==> src/hdl/ptd_pkg.sv <==
package ptd_pkg;

    // ------------------------------------------------------------
    // Register byte addresses
    // ------------------------------------------------------------
    localparam logic [7:0] ADDR_CMD   = 8'h00;
    localparam logic [7:0] ADDR_OPND  = 8'h04;
    localparam logic [7:0] ADDR_FPSR  = 8'h08;
    localparam logic [7:0] ADDR_CORE  = 8'h0c;
    localparam logic [7:0] ADDR_DEC   = 8'h10;
    localparam logic [7:0] ADDR_HOPND = 8'h14;

    localparam logic [31:0] FPSR_RST  = 32'h0000_0000;
    localparam logic [31:0] WORD_RST  = 32'h0000_0000;

    // ------------------------------------------------------------
    // Instruction word fields
    // ------------------------------------------------------------
    localparam logic [3:0] OP_LINE    = 4'hf;
    localparam logic [2:0] OP_GENERAL = 3'b000;
    localparam logic [5:0] OP_TRAP    = 6'b001111;
    localparam logic [6:0] OPC_POW10  = 7'b0010010;

    localparam logic [2:0] FMT_L = 3'b000;
    localparam logic [2:0] FMT_S = 3'b001;
    localparam logic [2:0] FMT_X = 3'b010;
    localparam logic [2:0] FMT_P = 3'b011;
    localparam logic [2:0] FMT_W = 3'b100;
    localparam logic [2:0] FMT_D = 3'b101;
    localparam logic [2:0] FMT_B = 3'b110;

    localparam logic [2:0] EA_DREG = 3'b000;
    localparam logic [2:0] EA_AREG = 3'b001;
    localparam logic [2:0] EA_IND  = 3'b010;
    localparam logic [2:0] EA_POST = 3'b011;
    localparam logic [2:0] EA_PRE  = 3'b100;
    localparam logic [2:0] EA_DISP = 3'b101;
    localparam logic [2:0] EA_IDX  = 3'b110;
    localparam logic [2:0] EA_EXT  = 3'b111;
    localparam logic [2:0] EX_ABSW = 3'b000;
    localparam logic [2:0] EX_ABSL = 3'b001;
    localparam logic [2:0] EX_PCD  = 3'b010;
    localparam logic [2:0] EX_PCX  = 3'b011;
    localparam logic [2:0] EX_IMM  = 3'b100;

    localparam logic [2:0] TM_WORD = 3'b010;
    localparam logic [2:0] TM_LONG = 3'b011;
    localparam logic [2:0] TM_NONE = 3'b100;

    // ------------------------------------------------------------
    // Status word layout
    // ------------------------------------------------------------
    localparam int CC_LSB  = 24;
    localparam int QUO_LSB = 16;
    localparam int EXC_LSB = 8;
    localparam int ACC_LSB = 0;
    localparam int CC_N    = 3;
    localparam int CC_Z    = 2;
    localparam int CC_NAN  = 0;
    localparam int EXC_UCMP  = 7;
    localparam int EXC_SGNL  = 6;
    localparam int EXC_BADOP = 5;
    localparam int EXC_OVER  = 4;
    localparam int EXC_UNDR  = 3;
    localparam int EXC_DIV0  = 2;
    localparam int EXC_INXR  = 1;
    localparam int EXC_INXI  = 0;
    localparam int ACC_INV   = 7;
    localparam int ACC_OVER  = 6;
    localparam int ACC_UNDR  = 5;
    localparam int ACC_DIV0  = 4;
    localparam int ACC_INX   = 3;
    localparam int CF_SGNL = 0;
    localparam int CF_OVER = 1;
    localparam int CF_UNDR = 2;
    localparam int CF_INXR = 3;
    localparam int CF_INXI = 4;

    typedef enum logic [1:0] {
        PTD_CLS_NONE  = 2'b00,
        PTD_CLS_POW10 = 2'b01,
        PTD_CLS_TRAP  = 2'b10,
        PTD_CLS_ILL   = 2'b11
    } ptd_cls_t;

endpackage

==> src/hdl/ptd_cond_eval.sv <==
`timescale 1ns/1ns
`default_nettype none
module ptd_cond_eval (
    input  wire logic [5:0] pred,       // Predicate field
    input  wire logic       cc_n,       // Negative code
    input  wire logic       cc_z,       // Zero code
    input  wire logic       cc_nan,     // Unordered code
    output logic            pred_ok,    // Top predicate bit clear
    output logic            hit,        // Condition true
    output logic            non_aware   // Test ignores unordered
);
    logic [15:0] tbl;

    // Low four bits pick the relation; bit four marks the non-aware set
    assign tbl = {1'b1, ~cc_z, cc_nan | cc_z | cc_n,
                  cc_nan | (cc_n & ~cc_z), cc_nan | cc_z | ~cc_n,
                  cc_nan | ~(cc_n | cc_z), cc_nan | cc_z, cc_nan,
                  ~cc_nan, ~(cc_nan | cc_z), cc_z | (cc_n & ~cc_nan),
                  cc_n & ~(cc_nan | cc_z), cc_z | ~(cc_nan | cc_n),
                  ~(cc_nan | cc_z | cc_n), cc_z, 1'b0};
    assign hit       = tbl[pred[3:0]];
    assign non_aware = pred[4];
    assign pred_ok   = ~pred[5];
endmodule // ptd_cond_eval
`default_nettype wire

==> src/hdl/ptd_decode_top.sv <==
// What this block does
// - Power of ten result goes to destination
// - Inexact input cleared unless packed source
// - Accrued byte gathers new exception bits
// - Act only on own coprocessor identifier
// - Address mode and register codes decoded
// - Data register only for small formats
// - Mode bit picks register or memory source
// - Register mode names source fp register
// - Memory mode source field gives format
// - Equal fields read, write same register
// - True trap gives vector, next address
// - False trap raises no request, execution continues
// - Predicate picks one of 32 tests
// - Trap mode gives operand form
// - Unordered flag set on non-aware unordered test
// - Accrued invalid set from unordered flag
//
// Our own choices: the AHB-Lite register port and the placing of the registers.
`timescale 1ns/1ns
`default_nettype none
module ptd_decode_top #(
    parameter logic [2:0] OWN_CID     = 3'h1,  // Assigned identifier
    parameter logic [7:0] TRAP_VECTOR = 8'h07  // Trap vector number
) (
    input  wire logic        hclk,        // Bus clock
    input  wire logic        hresetn,     // Async reset, low
    input  wire logic        hsel,        // Slave select
    input  wire logic [31:0] haddr,       // Byte address
    input  wire logic [1:0]  htrans,      // Transfer type
    input  wire logic        hwrite,      // Write flag
    input  wire logic [2:0]  hsize,       // Transfer size
    input  wire logic [31:0] hwdata,      // Write data
    input  wire logic        hready,      // Bus ready
    output logic      [31:0] hrdata,      // Read data
    output logic             hreadyout,   // Slave ready
    output logic             hresp,       // Response
    output logic             trap_req,    // Trap request pulse
    output logic      [7:0]  trap_vector, // Vector of trap
    output logic             fp_wr_req,   // Result write pulse
    output logic      [2:0]  fp_wr_reg,   // Result register
    output logic      [2:0]  fp_rd_reg,   // Source register
    output logic             cvt_ext      // Source needs conversion
);
    // ------------------------------------------------------------
    // Bus slave
    // ------------------------------------------------------------
    logic        wr_pend_q;
    logic [7:0]  waddr_q;
    logic [31:0] hrdata_q;
    logic [31:0] rd_mux;
    wire         ap_take = hsel & htrans[1] & hready;
    wire         wr_cmd  = wr_pend_q & (waddr_q == ptd_pkg::ADDR_CMD);
    wire         wr_opnd = wr_pend_q & (waddr_q == ptd_pkg::ADDR_OPND);
    wire         wr_fpsr = wr_pend_q & (waddr_q == ptd_pkg::ADDR_FPSR);
    wire         wr_core = wr_pend_q & (waddr_q == ptd_pkg::ADDR_CORE);

    always_ff @(posedge hclk or negedge hresetn) begin
        if (!hresetn) begin
            wr_pend_q <= 1'b0;
            waddr_q   <= 8'h00;
            hrdata_q  <= ptd_pkg::WORD_RST;
        end else begin
            wr_pend_q <= ap_take & hwrite;
            waddr_q   <= haddr[7:0];
            if (ap_take && !hwrite) begin
                hrdata_q <= rd_mux;
            end
        end
    end

    // Zero wait states, always OKAY
    always_ff @(posedge hclk or negedge hresetn) begin
        if (!hresetn) begin
            hreadyout <= 1'b0;
            hresp     <= 1'b0;
        end else begin
            hreadyout <= 1'b1;
            hresp     <= 1'b0;
        end
    end
    assign hrdata = hrdata_q;

    // ------------------------------------------------------------
    // Software-held state
    // ------------------------------------------------------------
    logic [31:0] opnd_q;
    logic [31:0] fpsr_q;
    logic [31:0] fpsr_d;
    logic [4:0]  core_q;
    logic [31:0] dec_q;
    logic [31:0] dec_d;
    logic [31:0] hopnd_q;
    logic [31:0] hopnd_d;

    // ------------------------------------------------------------
    // Field extraction from the command written now
    // ------------------------------------------------------------
    wire [15:0] opw = hwdata[31:16];
    wire [15:0] ext = hwdata[15:0];
    wire        rm  = ext[14];
    wire [2:0]  src = ext[12:10];
    wire [2:0]  dst = ext[9:7];
    wire [2:0]  eam = opw[5:3];
    wire [2:0]  ear = opw[2:0];
    wire [2:0]  tmode = opw[2:0];

    wire cid_ok = (opw[15:12] == ptd_pkg::OP_LINE) && (opw[11:9] == OWN_CID);

    wire gen_ok = (opw[8:6] == ptd_pkg::OP_GENERAL) && !ext[15] && !ext[13]
                  && (ext[6:0] == ptd_pkg::OPC_POW10);

    wire fmt_ok = (src != 3'b111);
    wire small_fmt = (src == ptd_pkg::FMT_L) || (src == ptd_pkg::FMT_S)
                     || (src == ptd_pkg::FMT_W) || (src == ptd_pkg::FMT_B);
    wire ext_ok = (ear == ptd_pkg::EX_ABSW) || (ear == ptd_pkg::EX_ABSL)
                  || (ear == ptd_pkg::EX_PCD) || (ear == ptd_pkg::EX_PCX)
                  || (ear == ptd_pkg::EX_IMM);
    wire ea_ok = (eam == ptd_pkg::EA_AREG) ? 1'b0 :
                 (eam == ptd_pkg::EA_DREG) ? small_fmt :
                 (eam == ptd_pkg::EA_EXT)  ? ext_ok : 1'b1;
    // Register mode ignores the address field; a non-zero one is tolerated
    wire pow_ok = gen_ok & (!rm | (fmt_ok & ea_ok));

    // Address class: modes 0..6 as is, extended modes as 8 + register
    wire [3:0] ea_cls = (eam == ptd_pkg::EA_EXT) ? {1'b1, ear} : {1'b0, eam};

    // ------------------------------------------------------------
    // Conditional trap
    // ------------------------------------------------------------
    logic pred_ok;
    logic cond_hit;
    logic non_aware;

    ptd_cond_eval u_cond (
        .pred      (ext[5:0]),
        .cc_n      (fpsr_q[ptd_pkg::CC_LSB + ptd_pkg::CC_N]),
        .cc_z      (fpsr_q[ptd_pkg::CC_LSB + ptd_pkg::CC_Z]),
        .cc_nan    (fpsr_q[ptd_pkg::CC_LSB + ptd_pkg::CC_NAN]),
        .pred_ok   (pred_ok),
        .hit       (cond_hit),
        .non_aware (non_aware)
    );

    wire tmode_ok = (tmode == ptd_pkg::TM_WORD) || (tmode == ptd_pkg::TM_LONG)
                    || (tmode == ptd_pkg::TM_NONE);
    wire trap_ok = (opw[8:3] == ptd_pkg::OP_TRAP) && tmode_ok
                   && (ext[15:6] == 10'h000) && pred_ok;
    wire [1:0] opnd_words = (tmode == ptd_pkg::TM_WORD) ? 2'd1 :
                            (tmode == ptd_pkg::TM_LONG) ? 2'd2 : 2'd0;
    // Address after the trap in words: opword, predicate, operand words
    wire [2:0] next_pc_w = 3'd2 + {1'b0, opnd_words};

    wire ex_pow  = wr_cmd & cid_ok & pow_ok;
    wire ex_trap = wr_cmd & cid_ok & trap_ok;
    wire ex_ill  = wr_cmd & cid_ok & !pow_ok & !trap_ok;
    wire taken   = ex_trap & cond_hit;

    ptd_pkg::ptd_cls_t cls;
    assign cls = ex_pow  ? ptd_pkg::PTD_CLS_POW10 :
                 ex_trap ? ptd_pkg::PTD_CLS_TRAP  :
                 ex_ill  ? ptd_pkg::PTD_CLS_ILL   : ptd_pkg::PTD_CLS_NONE;

    // ------------------------------------------------------------
    // Exception and accrued byte update
    // ------------------------------------------------------------
    wire [7:0] exc_old = fpsr_q[ptd_pkg::EXC_LSB +: 8];
    wire [7:0] acc_old = fpsr_q[ptd_pkg::ACC_LSB +: 8];
    wire       bcd_src = rm && (src == ptd_pkg::FMT_P);
    logic [7:0] exc_pow;
    logic [7:0] exc_trap;
    logic [7:0] acc_pow;
    logic [7:0] acc_trap;

    always_comb begin
        exc_pow = 8'h00;
        exc_pow[ptd_pkg::EXC_SGNL] = core_q[ptd_pkg::CF_SGNL];
        exc_pow[ptd_pkg::EXC_OVER] = core_q[ptd_pkg::CF_OVER];
        exc_pow[ptd_pkg::EXC_UNDR] = core_q[ptd_pkg::CF_UNDR];
        exc_pow[ptd_pkg::EXC_INXR] = core_q[ptd_pkg::CF_INXR];
        exc_pow[ptd_pkg::EXC_INXI] = bcd_src & core_q[ptd_pkg::CF_INXI];
        acc_pow = acc_old;
        acc_pow[ptd_pkg::ACC_INV]  = acc_old[ptd_pkg::ACC_INV]
            | exc_pow[ptd_pkg::EXC_UCMP] | exc_pow[ptd_pkg::EXC_SGNL]
            | exc_pow[ptd_pkg::EXC_BADOP];
        acc_pow[ptd_pkg::ACC_OVER] = acc_old[ptd_pkg::ACC_OVER]
            | exc_pow[ptd_pkg::EXC_OVER];
        // Underflow accrues only when the result is also inexact
        acc_pow[ptd_pkg::ACC_UNDR] = acc_old[ptd_pkg::ACC_UNDR]
            | (exc_pow[ptd_pkg::EXC_UNDR] & exc_pow[ptd_pkg::EXC_INXR]);
        acc_pow[ptd_pkg::ACC_DIV0] = acc_old[ptd_pkg::ACC_DIV0]
            | exc_pow[ptd_pkg::EXC_DIV0];
        acc_pow[ptd_pkg::ACC_INX]  = acc_old[ptd_pkg::ACC_INX]
            | exc_pow[ptd_pkg::EXC_INXR] | exc_pow[ptd_pkg::EXC_INXI]
            | exc_pow[ptd_pkg::EXC_OVER];
    end

    wire ucmp_set = fpsr_q[ptd_pkg::CC_LSB + ptd_pkg::CC_NAN] & non_aware;

    always_comb begin
        exc_trap = exc_old;
        exc_trap[ptd_pkg::EXC_UCMP] = exc_old[ptd_pkg::EXC_UCMP] | ucmp_set;
        acc_trap = acc_old;
        acc_trap[ptd_pkg::ACC_INV] = acc_old[ptd_pkg::ACC_INV]
            | exc_trap[ptd_pkg::EXC_UCMP];
    end

    // One bus write per cycle, so software and hardware never collide here
    always_comb begin
        fpsr_d = fpsr_q;
        if (wr_fpsr) begin
            fpsr_d = hwdata;
        end else if (ex_pow) begin
            fpsr_d[ptd_pkg::EXC_LSB +: 8] = exc_pow;
            fpsr_d[ptd_pkg::ACC_LSB +: 8] = acc_pow;
        end else if (ex_trap) begin
            fpsr_d[ptd_pkg::EXC_LSB +: 8] = exc_trap;
            fpsr_d[ptd_pkg::ACC_LSB +: 8] = acc_trap;
        end
    end

    // ------------------------------------------------------------
    // Decode status and handler operand
    // ------------------------------------------------------------
    wire same_reg = !rm && (src == dst);
    assign dec_d = wr_cmd ?
        {3'h0, TRAP_VECTOR, next_pc_w, 1'b0, ea_cls, dst, src, same_reg, rm,
         taken, cls, !cid_ok, 1'b1} : dec_q;

    always_comb begin
        hopnd_d = hopnd_q;
        if (ex_trap) begin
            case (tmode)
                ptd_pkg::TM_WORD: hopnd_d = {16'h0000, opnd_q[15:0]};
                ptd_pkg::TM_LONG: hopnd_d = opnd_q;
                default:          hopnd_d = ptd_pkg::WORD_RST;
            endcase
        end
    end

    always_comb begin
        case (haddr[7:0])
            ptd_pkg::ADDR_OPND:  rd_mux = wr_opnd ? hwdata : opnd_q;
            ptd_pkg::ADDR_FPSR:  rd_mux = fpsr_d;
            ptd_pkg::ADDR_CORE:  rd_mux = {27'h0, wr_core ? hwdata[4:0] : core_q};
            ptd_pkg::ADDR_DEC:   rd_mux = dec_d;
            ptd_pkg::ADDR_HOPND: rd_mux = hopnd_d;
            default:             rd_mux = ptd_pkg::WORD_RST;
        endcase
    end

    always_ff @(posedge hclk or negedge hresetn) begin
        if (!hresetn) begin
            opnd_q  <= ptd_pkg::WORD_RST;
            fpsr_q  <= ptd_pkg::FPSR_RST;
            core_q  <= 5'h00;
            dec_q   <= ptd_pkg::WORD_RST;
            hopnd_q <= ptd_pkg::WORD_RST;
        end else begin
            if (wr_opnd) begin
                opnd_q <= hwdata;
            end
            if (wr_core) begin
                core_q <= hwdata[4:0];
            end
            fpsr_q  <= fpsr_d;
            dec_q   <= dec_d;
            hopnd_q <= hopnd_d;
        end
    end

    // ------------------------------------------------------------
    // Host and register file strobes
    // ------------------------------------------------------------
    always_ff @(posedge hclk or negedge hresetn) begin
        if (!hresetn) begin
            trap_req    <= 1'b0;
            trap_vector <= 8'h00;
            fp_wr_req   <= 1'b0;
            fp_wr_reg   <= 3'h0;
            fp_rd_reg   <= 3'h0;
            cvt_ext     <= 1'b0;
        end else begin
            trap_req  <= taken;
            fp_wr_req <= ex_pow;
            if (taken) begin
                trap_vector <= TRAP_VECTOR;
            end
            if (ex_pow) begin
                fp_wr_reg <= dst;
                fp_rd_reg <= rm ? dst : src;
                cvt_ext   <= rm && (src != ptd_pkg::FMT_X);
            end
        end
    end

    // ------------------------------------------------------------
    // Checks
    // ------------------------------------------------------------
    AST_CID: assert property (@(posedge hclk) disable iff (!hresetn)
        (wr_cmd && !cid_ok) |=> (!trap_req && !fp_wr_req && $stable(fpsr_q)))
        else $error("foreign identifier acted upon");

    AST_TRAP: assert property (@(posedge hclk) disable iff (!hresetn)
        taken |=> (trap_req && trap_vector == TRAP_VECTOR && dec_q[4]) ##1 !trap_req)
        else $error("true trap not requested for one cycle");

    AST_FALSE: assert property (@(posedge hclk) disable iff (!hresetn)
        (ex_trap && !cond_hit) |=> !trap_req && !dec_q[4])
        else $error("false trap raised a request");

    AST_INXI: assert property (@(posedge hclk) disable iff (!hresetn)
        (ex_pow && !bcd_src) |=> !fpsr_q[ptd_pkg::EXC_LSB + ptd_pkg::EXC_INXI])
        else $error("inexact input not cleared");

    AST_ACCRUE: assert property (@(posedge hclk) disable iff (!hresetn)
        ex_pow |=> ((fpsr_q[7:0] & $past(acc_old)) == $past(acc_old))
        && (fpsr_q[ptd_pkg::ACC_OVER] || !fpsr_q[ptd_pkg::EXC_LSB + ptd_pkg::EXC_OVER]))
        else $error("accrued byte lost or missed a bit");

    AST_AREG: assert property (@(posedge hclk) disable iff (!hresetn)
        (wr_cmd && cid_ok && gen_ok && rm && eam == ptd_pkg::EA_AREG)
        |=> !fp_wr_req && dec_q[3:2] == ptd_pkg::PTD_CLS_ILL)
        else $error("address register mode accepted");

    AST_UCMP: assert property (@(posedge hclk) disable iff (!hresetn)
        (ex_trap && ucmp_set) |=> fpsr_q[ptd_pkg::EXC_LSB + ptd_pkg::EXC_UCMP]
        && fpsr_q[ptd_pkg::EXC_LSB +: 7] == $past(exc_old[6:0]))
        else $error("unordered flag wrong after trap");

    AST_INV: assert property (@(posedge hclk) disable iff (!hresetn)
        ex_trap |=> (fpsr_q[ptd_pkg::ACC_INV] == ($past(acc_old[ptd_pkg::ACC_INV])
        | fpsr_q[ptd_pkg::EXC_LSB + ptd_pkg::EXC_UCMP])) && fpsr_q[6:0] == $past(acc_old[6:0]))
        else $error("accrued invalid not tracking flag");

    AST_KEEP: assert property (@(posedge hclk) disable iff (!hresetn)
        ex_trap |=> fpsr_q[31:16] == $past(fpsr_q[31:16]))
        else $error("trap changed codes or quotient");

    AST_SAME: assert property (@(posedge hclk) disable iff (!hresetn)
        (ex_pow && same_reg) |=> fp_wr_req && fp_rd_reg == fp_wr_reg)
        else $error("same register not reused");

    COV_POW: cover property (@(posedge hclk) disable iff (!hresetn) ex_pow && bcd_src);
    COV_TRAP: cover property (@(posedge hclk) disable iff (!hresetn) taken);
    COV_UCMP: cover property (@(posedge hclk) disable iff (!hresetn) ex_trap && ucmp_set);
endmodule // ptd_decode_top
`default_nettype wire

==> config.mk <==
export PLATFORM = sky130hd
export DESIGN_NAME = ptd_decode_top
export DESIGN_NICKNAME = d
export VERILOG_FILES = /design/src/hdl/ptd_pkg.sv /design/src/hdl/ptd_cond_eval.sv /design/src/hdl/ptd_decode_top.sv
export SDC_FILE = /design/constraint.sdc
export NUM_CORES = 1
export LEC_CHECK = 0
export BUFFER_PORTS_ARGS = -buffer_cell sky130_fd_sc_hd__buf_2
export CORE_MARGIN = 5
export CORE_UTILIZATION = 35
export CTS_CLUSTER_DIAMETER = 30
export DETAILED_ROUTE_END_ITERATION = 7
export MAX_ROUTING_LAYER = met4
export PLACE_DENSITY_LB_ADDON = 0.25
export SYNTH_ARGS = -nofsm -noshare
export SYNTH_HDL_FRONTEND = slang
export SYNTH_SLANG_ARGS = --single-unit
==> constraint.sdc <==
create_clock -name hclk -period 2.7 [get_ports hclk]
set_clock_uncertainty 0.1 [all_clocks]
set_input_delay 0.54 -clock hclk [delete_from_list [all_inputs] [get_ports hclk]]
set_output_delay 0.54 -clock hclk [all_outputs]
set_load 0.01 [all_outputs]
[Word level (Yosys, flattened, before mapping)]
Cells that the tools add are included.
Word-level totals
  bits in registers: 185
  latch bits: 0
  memory bits (writable): 0
  memory bits (read-only): 0
  input port bits: 74
  word-level logic and storage cells: 144
  memories kept: 0
Operators by class
  add/sub/neg operators: 1
  multiply operators: 0
  divide/modulo/power cells: 0
  $lt $le $gt $ge: 1
  equality and inequality tests: 25
  shifts and indexed selects: 0
  mux-type cells: 22
  bitwise logic cells: 47
  reduce and logical (&&, ||, !) cells: 33
Operator list (count)
  case mux 32 bit (5 select lines): 1
  2-to-1 mux 32 bit: 3
  2-to-1 mux 16 bit: 4
  case mux 32 bit (2 select lines): 1
  == test 8 x 4 -> 1 bit, second input constant: 4
  bitwise AND 1 bit: 21
  bitwise OR 1 bit: 18
  == test 8 x 3 -> 1 bit, second input constant: 2
  == test 8 x 5 -> 1 bit, second input constant: 2
  == test 3 x 1 -> 1 bit, second input constant: 4
  == test 3 bit, second input constant: 4
  logical NOT 3 bit: 4
  logical AND 1 bit: 11
  logical NOT 10 bit: 1
  2-to-1 mux 2 bit: 5
  == test 3 x 2 -> 1 bit, second input constant: 3
  logical OR 1 bit: 9
  logical NOT 8 bit: 1
  inverter 1 bit: 8
  == test 7 x 5 -> 1 bit, second input constant: 1
  logical NOT 1 bit: 7
  == test 6 x 4 -> 1 bit, second input constant: 1
  < comparator 4 x 5 -> 1 bit, second input constant: 1
  2-to-1 mux 5 bit: 1
  other kinds (9): 12

[Logic depth before layout (Yosys ltp)]
Gate-level depths: netlist of the first run.
  word-level depth: 19
  depth in mapped cells: 9

[Modules after synthesis]
A second synthesis of the first run with hierarchy kept.
Unflattened totals
  cells, all modules: 828
  area, all modules: 8683.3 µm²
By module, submodules not included
  ptd_decode_top: instances 1, cells each 817, area each 8617.0 µm², seq. area each 4629.4 µm²
  ptd_cond_eval: instances 1, cells each 11, area each 66.3 µm², seq. area each 0.0 µm²

[Worst setup path before layout of the first run]
OpenSTA, ideal clock, no wires.
  path type: input -> register
  from: in hwdata[26]
  to: reg hrdata_q[17], in the netlist hrdata[17]
  setup time: 0.126 ns
  arrival time: 2.421 ns
  required time: 2.474 ns
  path slack: 0.052 ns
  stages on the path: 8
  path through: nor4bb_1 > nand4_1 > or3_1 > clkbuf_1 > clkbuf_1 > nand2_1 > nand2_1 > a311o_1
On the way
  word-level cells in the longest chain between the ends: 6
Ends and longest elaborated chain
  from (decl): RTL line ptd_decode_top.sv:33  | input wire logic [31:0] hwdata,
  == test 3 x 1 -> 1 bit: RTL line ptd_decode_top.sv:108  | wire cid_ok = (opw[15:12] == ptd_pkg::OP_LINE) && (opw[11:9] == OWN_CID);
  logical AND 1 bit: RTL line ptd_decode_top.sv:108
  bitwise AND 1 bit (2 in series): RTL line ptd_decode_top.sv:155  | wire ex_trap = wr_cmd & cid_ok & trap_ok;
  2-to-1 mux 32 bit: RTL line ptd_decode_top.sv:232  | if (ex_trap) begin
  net hopnd_d[17]: RTL line ptd_decode_top.sv:94  | logic [31:0] hopnd_d;
  case mux 32 bit (5 select lines): RTL line ptd_decode_top.sv:242  | case (haddr[7:0])
  to (signal assigned): RTL line ptd_decode_top.sv:62  | hrdata_q <= ptd_pkg::WORD_RST;
  to (signal assigned): RTL line ptd_decode_top.sv:67  | hrdata_q <= rd_mux;
  to (decl): RTL line ptd_decode_top.sv:50  | logic [31:0] hrdata_q;
The timed path passes the listed nets, and every way through them passes these cells.
A chain may end at the register's enable or synchronous reset.

[Worst setup path in the final report of the first run]
  from: reg waddr_q[1]
  to: reg hrdata_q[13], in the netlist hrdata[13]
On the way
  word-level cells in the longest chain between the ends: 7
  elaborated cells on any way between the ends: 15
Ends and longest elaborated chain
  from (decl): RTL line ptd_decode_top.sv:49  | logic [7:0] waddr_q;
  from (signal assigned): RTL line ptd_decode_top.sv:65  | waddr_q <= haddr[7:0];
  logical NOT 8 bit: RTL line ptd_decode_top.sv:53  | wire wr_cmd = wr_pend_q & (waddr_q == ptd_pkg::ADDR_CMD);
  bitwise AND 1 bit: RTL line ptd_decode_top.sv:53
  bitwise AND 1 bit: RTL line ptd_decode_top.sv:154, ptd_decode_top.sv:155
  bitwise AND 1 bit: RTL line ptd_decode_top.sv:154  | wire ex_pow = wr_cmd & cid_ok & pow_ok;
  2-to-1 mux 16 bit: RTL line ptd_decode_top.sv:213  | end else if (ex_pow) begin
  2-to-1 mux 16 bit: RTL line ptd_decode_top.sv:211  | if (wr_fpsr) begin
  case mux 32 bit (5 select lines) *: RTL line ptd_decode_top.sv:242
Mark *: on every way between the ends. The rest lies on a longest branch, timed or not.

==> flow_metrics.py, run 1 <==
metrics = {
    "run_status": {
        "status": "complete, no violations",
    },
    "detailed_routing": {
        "drt_iter0_markers": 544,
        "routedWlPerCell_um": 20.8,
        "drtAntennaViolNets": 0,
        "drc_errors": 0,
        "vias": 6865,
        "postRouteWirelength_um": 26800,
        "routed_via_density": 5.33,
        "firstDrtPassIters": 5,
    },
    "timing": {
        "max_freq_mhz": 383,
        "setup_viol": 0,
        "whs_ns": 0.136,
        "min_period_ns": 2.61,
        "fin_setup_tns_ns": 0,
        "slew_viol_final": 0,
        "hold_violations": 0,
        "fin_crit_sh": 0.966,
    },
    "placement": {
        "hpwl_um": 18500,
        "gp_congestion": 0.877,
        "placed_cells": 1250,
        "port_buffers": 90,
        "dpl_cell_area_um2": 9930,
    },
    "yosys": {
        "synth_area_um2": 8410,
        "synthTopCellsByCount": "185 x dfrtp_1, 140 x nand2_1, 56 x mux2_2",
        "synth_most_common_cell": "dfrtp_1",
        "synth-edff-count": 0,
        "yosys_most_used_dff": "dfrtp_1",
        "synth_warnings": 0,
        "synth_top_area_frac": 0.551,
        "ys_seq_elements": 185,
        "syn_inst": 791,
        "synth_top_area_cell": "dfrtp_1",
        "ys_seq_area_frac": 0.551,
        "synth_area_leaders": "dfrtp_1 55%, mux2_2 7.5%, nand2_1 6.2%",
        "synth.avg_cell_area_um2": 10.6,
        "synth_cell_types": 65,
        "synth-async-reset-ratio": 1.00,
    },
    "pwr": {
        "ir_drop_mv": 0.376,
        "finalPower_mw": 5.87,
        "leakagePower_nw": 5.07,
        "powerDensity_nw_per_um2": 550,
    },
    "die": {
        "coreArea_um2": 23500,
        "io_pins": 125,
        "rows": 56,
        "die_area_um2": 27200,
        "initial_core_util": 0.357,
        "fp.dieW_um": 165,
        "die_y_um": 165,
    },
    "final_layout": {
        "drive_gt1_frac": 0.314,
        "syn2layout_area_growth_pct": 26.9,
        "final_cells": 1287,
        "design_area_um2": 10700,
        "layout.nets": 1029,
        "fillCellCount": 2290,
        "diodes": 0,
    },
    "clock_network": {
        "htreeDepth": 4,
        "cts_buffers": 17,
        "cts_tree": "yes",
        "cts_root_buffer": "clkbuf_16",
        "clkSlewWorstSetupHoldPaths_ns": 0.07,
        "cts_sinks": 185,
        "clock_latency_ns": 0.43,
        "clock_path_buffers": 2,
    },
    "grt": {
        "grt_pass1_wl_um": 41300,
        "grt_pass1_vias": 7053,
        "grt_max_degree": 56,
        "grt_use_total": 0.205,
        "grt_overflow": 0,
        "antenna_found_initial": 0,
    },
    "setup_path": {
        "critical_path_class": "reg -> reg",
        "reg2reg_depth": 7,
        "endpoint_kind": "flip-flop",
        "path_max_fanout": 3,
        "critPathLaunchType": "flip-flop",
        "crit_required_ns": 2.89,
        "arrival_ns": 2.80,
    },
    "min_path": {
        "holdPathStages": 1,
        "hold_path_class": "in -> reg",
    },
    "flow_run": {
        "cap_violations": 0,
    },
}
==> layout by cell type, fill, tap and decap left out, types with 6 or more instances in the layout <==
cell type	Yosys	layout
a211o_1	6	6
a21o_1	6	6
a21oi_1	33	33
a222oi_1	6	6
a22o_1	7	7
a22oi_1	21	21
a311o_1	10	10
a31oi_1	6	6
and2_1	23	23
buf_12	0	8
buf_2	1	89
buf_4	8	97
clkbuf_16	0	19
conb_1	2	7
dfrtp_1	185	185
inv_1	16	16
mux2_2	56	56
mux2i_1	14	14
nand2_1	140	140
nand3_1	27	26
nor2_1	25	25
nor3_1	9	8
o211ai_1	9	9
o21a_1	7	7
o21ai_0	19	19
o221ai_1	8	8
==> cell type report <==
class,instances,area [µm²],area share
sequential,185,4630,0.434
multi-input combinational,536,3550,0.333
timing repair buffer,199,1420,0.133
clock buffer,19,443,0.0415
tap,319,399,0.0374
clock inverter,13,166,0.0156
inverter,16,60.1,0.00563
==> cell families (layout without fill, tap and decap cells) <==
logic type,Yosys count,in the layout,synth area share
XOR/XNOR,3,3,0.00313
flip-flops,185,185,0.551
other,2,7,0.000893
multiplexers,75,75,0.0983
buffers and inverters,75,247,0.0372
AO/OA/AOI/OAI,165,165,0.141
AND/OR/NAND/NOR,286,286,0.169
==> repair_timing <==
action / CTS / global route
setup buffers: 0 / 2
hold buffers: 1 / 0
resized for setup: 3 / 10
gates cloned: 0 / 2
setup endpoints to repair: 7 / 14
endpoints found under the hold margin: 50 / 0
pin swaps: 1 / 2
==> layer usage <==
| layer | up-vias | wire, µm | GRT usage |
|---|---|---|---|
| met5 | - | 0 | - |
| met4 | 0 | 448 | 0.0544 |
| met3 | 30 | 1450 | 0.0332 |
| met2 | 231 | 12700 | 0.322 |
| met1 | 3433 | 12200 | 0.277 |
| li1 | 3171 | - | - |
==> where the power goes <==
group | leakage, nW | internal (mW) | switching [mW] | total (mW)
Sequential | 2.31 | 2.83 | 0.0348 | 2.87
Combinational | 2.46 | 0.143 | 0.220 | 0.363
Clock | 0.301 | 1.50 | 1.14 | 2.64
==> critical path: stages (launching register included) <==
cell and delay [ns]:
dfrtp_1 0.40, or4b_4 0.53, buf_4 0.16, nor3_4 0.24
nand3_1 0.19, or3_1 0.48, a31oi_1 0.22, o221ai_1 0.14
==> path summary, 6_finish.rpt <==
check                                       from                endpoint  slack [ns]
max                         waddr_q[1]$_DFF_PN0_  hrdata[13]$_DFFE_PN0P_        0.09
min                                     haddr[6]    waddr_q[6]$_DFF_PN0_        0.14
max reg2reg                 waddr_q[1]$_DFF_PN0_  hrdata[13]$_DFFE_PN0P_        0.09
min reg2reg                hopnd_q[22]$_DFF_PN0_   hopnd_q[22]$_DFF_PN0_        0.36
max in group asynchronous                hresetn    opnd_q[30]$_DFF_PN0_        1.25
min in group asynchronous                hresetn     hreadyout$_DFF_PN0_        0.52
==> per-stage QoR <==
step,setup WS (ns),util
floorplan,0.0525,-
global placement,-0.100,0.422
detailed placement,-0.0918,0.422
CTS,0.0355,0.449
global route,-0.00962,0.453
finish,0.0913,0.453
Note: power is estimated with default switching activity, not from simulation.
==> inputs of run 2 (changes only) <==
PLACE_DENSITY_LB_ADDON = 0.12   (was 0.25)
RECOVER_POWER = 100   (was default)
==> flow_metrics.py, run 2 (synthesized netlist as in run 1, its figures left out) <==
metrics = {
    "clock_network": {
        "htreeDepth": 4,
        "cts_sinks": 185,
        "cts_root_buffer": "clkbuf_16",
        "cts_tree": "yes",
        "clock_latency_ns": 0.43,
        "cts_buffers": 17,
        "clock_path_buffers": 2,
        "clkSlewWorstSetupHoldPaths_ns": 0.08,
        "hold_buffers": 0,
    },
    "pwr": {
        "finalPower_mw": 5.93,
        "p_sw_mw": 1.47,
        "leakagePower_nw": 4.79,
        "power.share.sequential": 0.483,
        "ir_drop_mv": 0.359,
        "internal_power_mw": 4.46,
        "comb_power_share": 0.060,
        "powerDensity_nw_per_um2": 563,
        "swShare": 0.248,
        "clockPowerShare": 0.457,
    },
    "detailed_routing": {
        "postRouteWirelength_um": 27400,
        "firstDrtPassIters": 6,
        "routed_via_density": 5.25,
        "drtAntennaViolNets": 0,
        "vias": 6774,
        "drt_iter0_markers": 433,
        "routedWlPerCell_um": 21.2,
        "drc_errors": 0,
    },
    "min_path": {
        "hold_path_class": "in -> reg",
    },
    "placement": {
        "placed_cells": 1254,
        "hpwl_um": 19000,
        "gp_congestion": 0.825,
        "port_buffers": 90,
    },
    "final_layout": {
        "syn2layout_area_growth_pct": 25.4,
        "multiInputGateArea_um2": 3540,
        "drive_gt1_frac": 0.230,
        "fillCellCount": 2361,
        "seqCellArea_um2": 4630,
        "final_cells": 1291,
        "layout_commonest_cell": "dfrtp_1",
        "layout_common_cells": "185 x dfrtp_1, 140 x nand2_1, 80 x buf_4, 63 x clkbuf_1, 37 x buf_2",
        "layout.nets": 1031,
    },
    "flow_run": {
        "cap_violations": 1,
    },
    "timing": {
        "fin_crit_sh": 0.965,
        "rsz0062_at_grt": "no",
        "hold_violations": 0,
        "max_freq_mhz": 384,
        "setup_viol": 0,
        "slew_viol_final": 62,
        "fin_setup_tns_ns": 0,
        "min_period_ns": 2.61,
        "relSlewSlack": -0.0912,
        "worstMarginPinSlew_ns": 1.64,
    },
    "grt": {
        "grt_overflow": 0,
        "antenna_found_initial": 2,
        "grt_pass1_wl_um": 42000,
        "grt_use_total": 0.212,
        "grt_pass1_vias": 7019,
        "grt_max_degree": 62,
    },
    "setup_path": {
        "critPathLaunchType": "flip-flop",
        "crit_required_ns": 2.94,
        "endpoint_kind": "flip-flop",
        "arrival_ns": 2.85,
        "critical_path_class": "reg -> reg",
        "path_max_fanout": 26,
    },
    "run_status": {
        "status": "finished with violations",
        "violations": "capacitance limit, slew limit",
    },
    "die": {
        "fp.dieW_um": 165,
        "io_pins": 125,
        "die_area_um2": 27200,
        "die_y_um": 165,
        "initial_core_util": 0.357,
        "coreArea_um2": 23500,
        "rows": 56,
    },
}
-- run 2: cell count changes in the layout (fill, tap and decap cells not counted), sizes merged --
cell / change
buf: -70
clkbuf: +71
clkinvlp: -1
diode: +2
dlygate4sd3: -1
inv: +3
-- run 2: metrics by stage --
stage | utilization | hold slack [ns] | cell area (µm²) | setup WS [ns]
floorplan | - | 0.144 | 8430 | 0.0525
global placement | 0.424 | 0.344 | 9990 | -0.0806
detailed placement | 0.424 | 0.348 | 9990 | -0.0955
CTS | 0.452 | 0.00797 | 10600 | 0.0260
global route | 0.448 | 0.131 | 10500 | 0.00696
finish | 0.448 | 0.136 | 10500 | 0.0937
-- run 2: worst max-delay path: stages, from the launching register on --
cell and delay, ns:
dfrtp_1 0.38, or4b_4 0.54, or3_4 0.42, buf_12 0.19, nor2_1 0.18, clkbuf_1 0.25, o21ai_0 0.19, a32oi_1 0.26
-- run 2: layer usage --
layer / track usage / vias to the layer above / routed length, µm
met5: - / - / 0
met4: 0.0650 / 0 / 510
met3: 0.0339 / 26 / 955
met2: 0.341 / 149 / 13300
met1: 0.277 / 3421 / 12700
li1: - / 3178 / -
-- run 2: final cells by class --
class	instances	share of cell area
antenna	2	0.000475
clock buffer	17	0.0403
clock inverter	15	0.0191
inverter	16	0.00570
multi-input combinational	536	0.336
sequential	185	0.439
tap	319	0.0379
timing repair buffer	201	0.122
-- run 2: power by group through the flow --
stage	clock network, mW	registers, mW	logic [mW]
after CTS	2.76	2.87	0.374
final	2.71	2.87	0.354
after global routing	2.87	2.87	0.392
after detailed placement	0	2.92	0.373
after floorplan	0	2.91	0.145
after global placement	0	2.92	0.371
-- run 2: final timing paths --
kind | from | end | slack [ns] | depth (start not counted)
worst max-delay path | waddr_q[2]$_DFF_PN0_ | hrdata[3]$_DFFE_PN0P_ | 0.09 | 7
worst min-delay path | haddr[5] | waddr_q[5]$_DFF_PN0_ | 0.14 | 1
worst max register to register | waddr_q[2]$_DFF_PN0_ | hrdata[3]$_DFFE_PN0P_ | 0.09 | 7
worst min register to register | dec_q[23]$_DFF_PN0_ | dec_q[23]$_DFF_PN0_ | 0.36 | 1
max in group asynchronous | hresetn | dec_q[16]$_DFF_PN0_ | 0.56 | 2
min in group asynchronous | hresetn | waddr_q[5]$_DFF_PN0_ | 0.39 | 1
-- run 2: timing repair --
action / CTS / global route
cloned: 0 / 1
pin swaps: 1 / 1
setup endpoints to repair: 7 / 23
resized for setup: 3 / 10
buffers inserted: 0 / 2
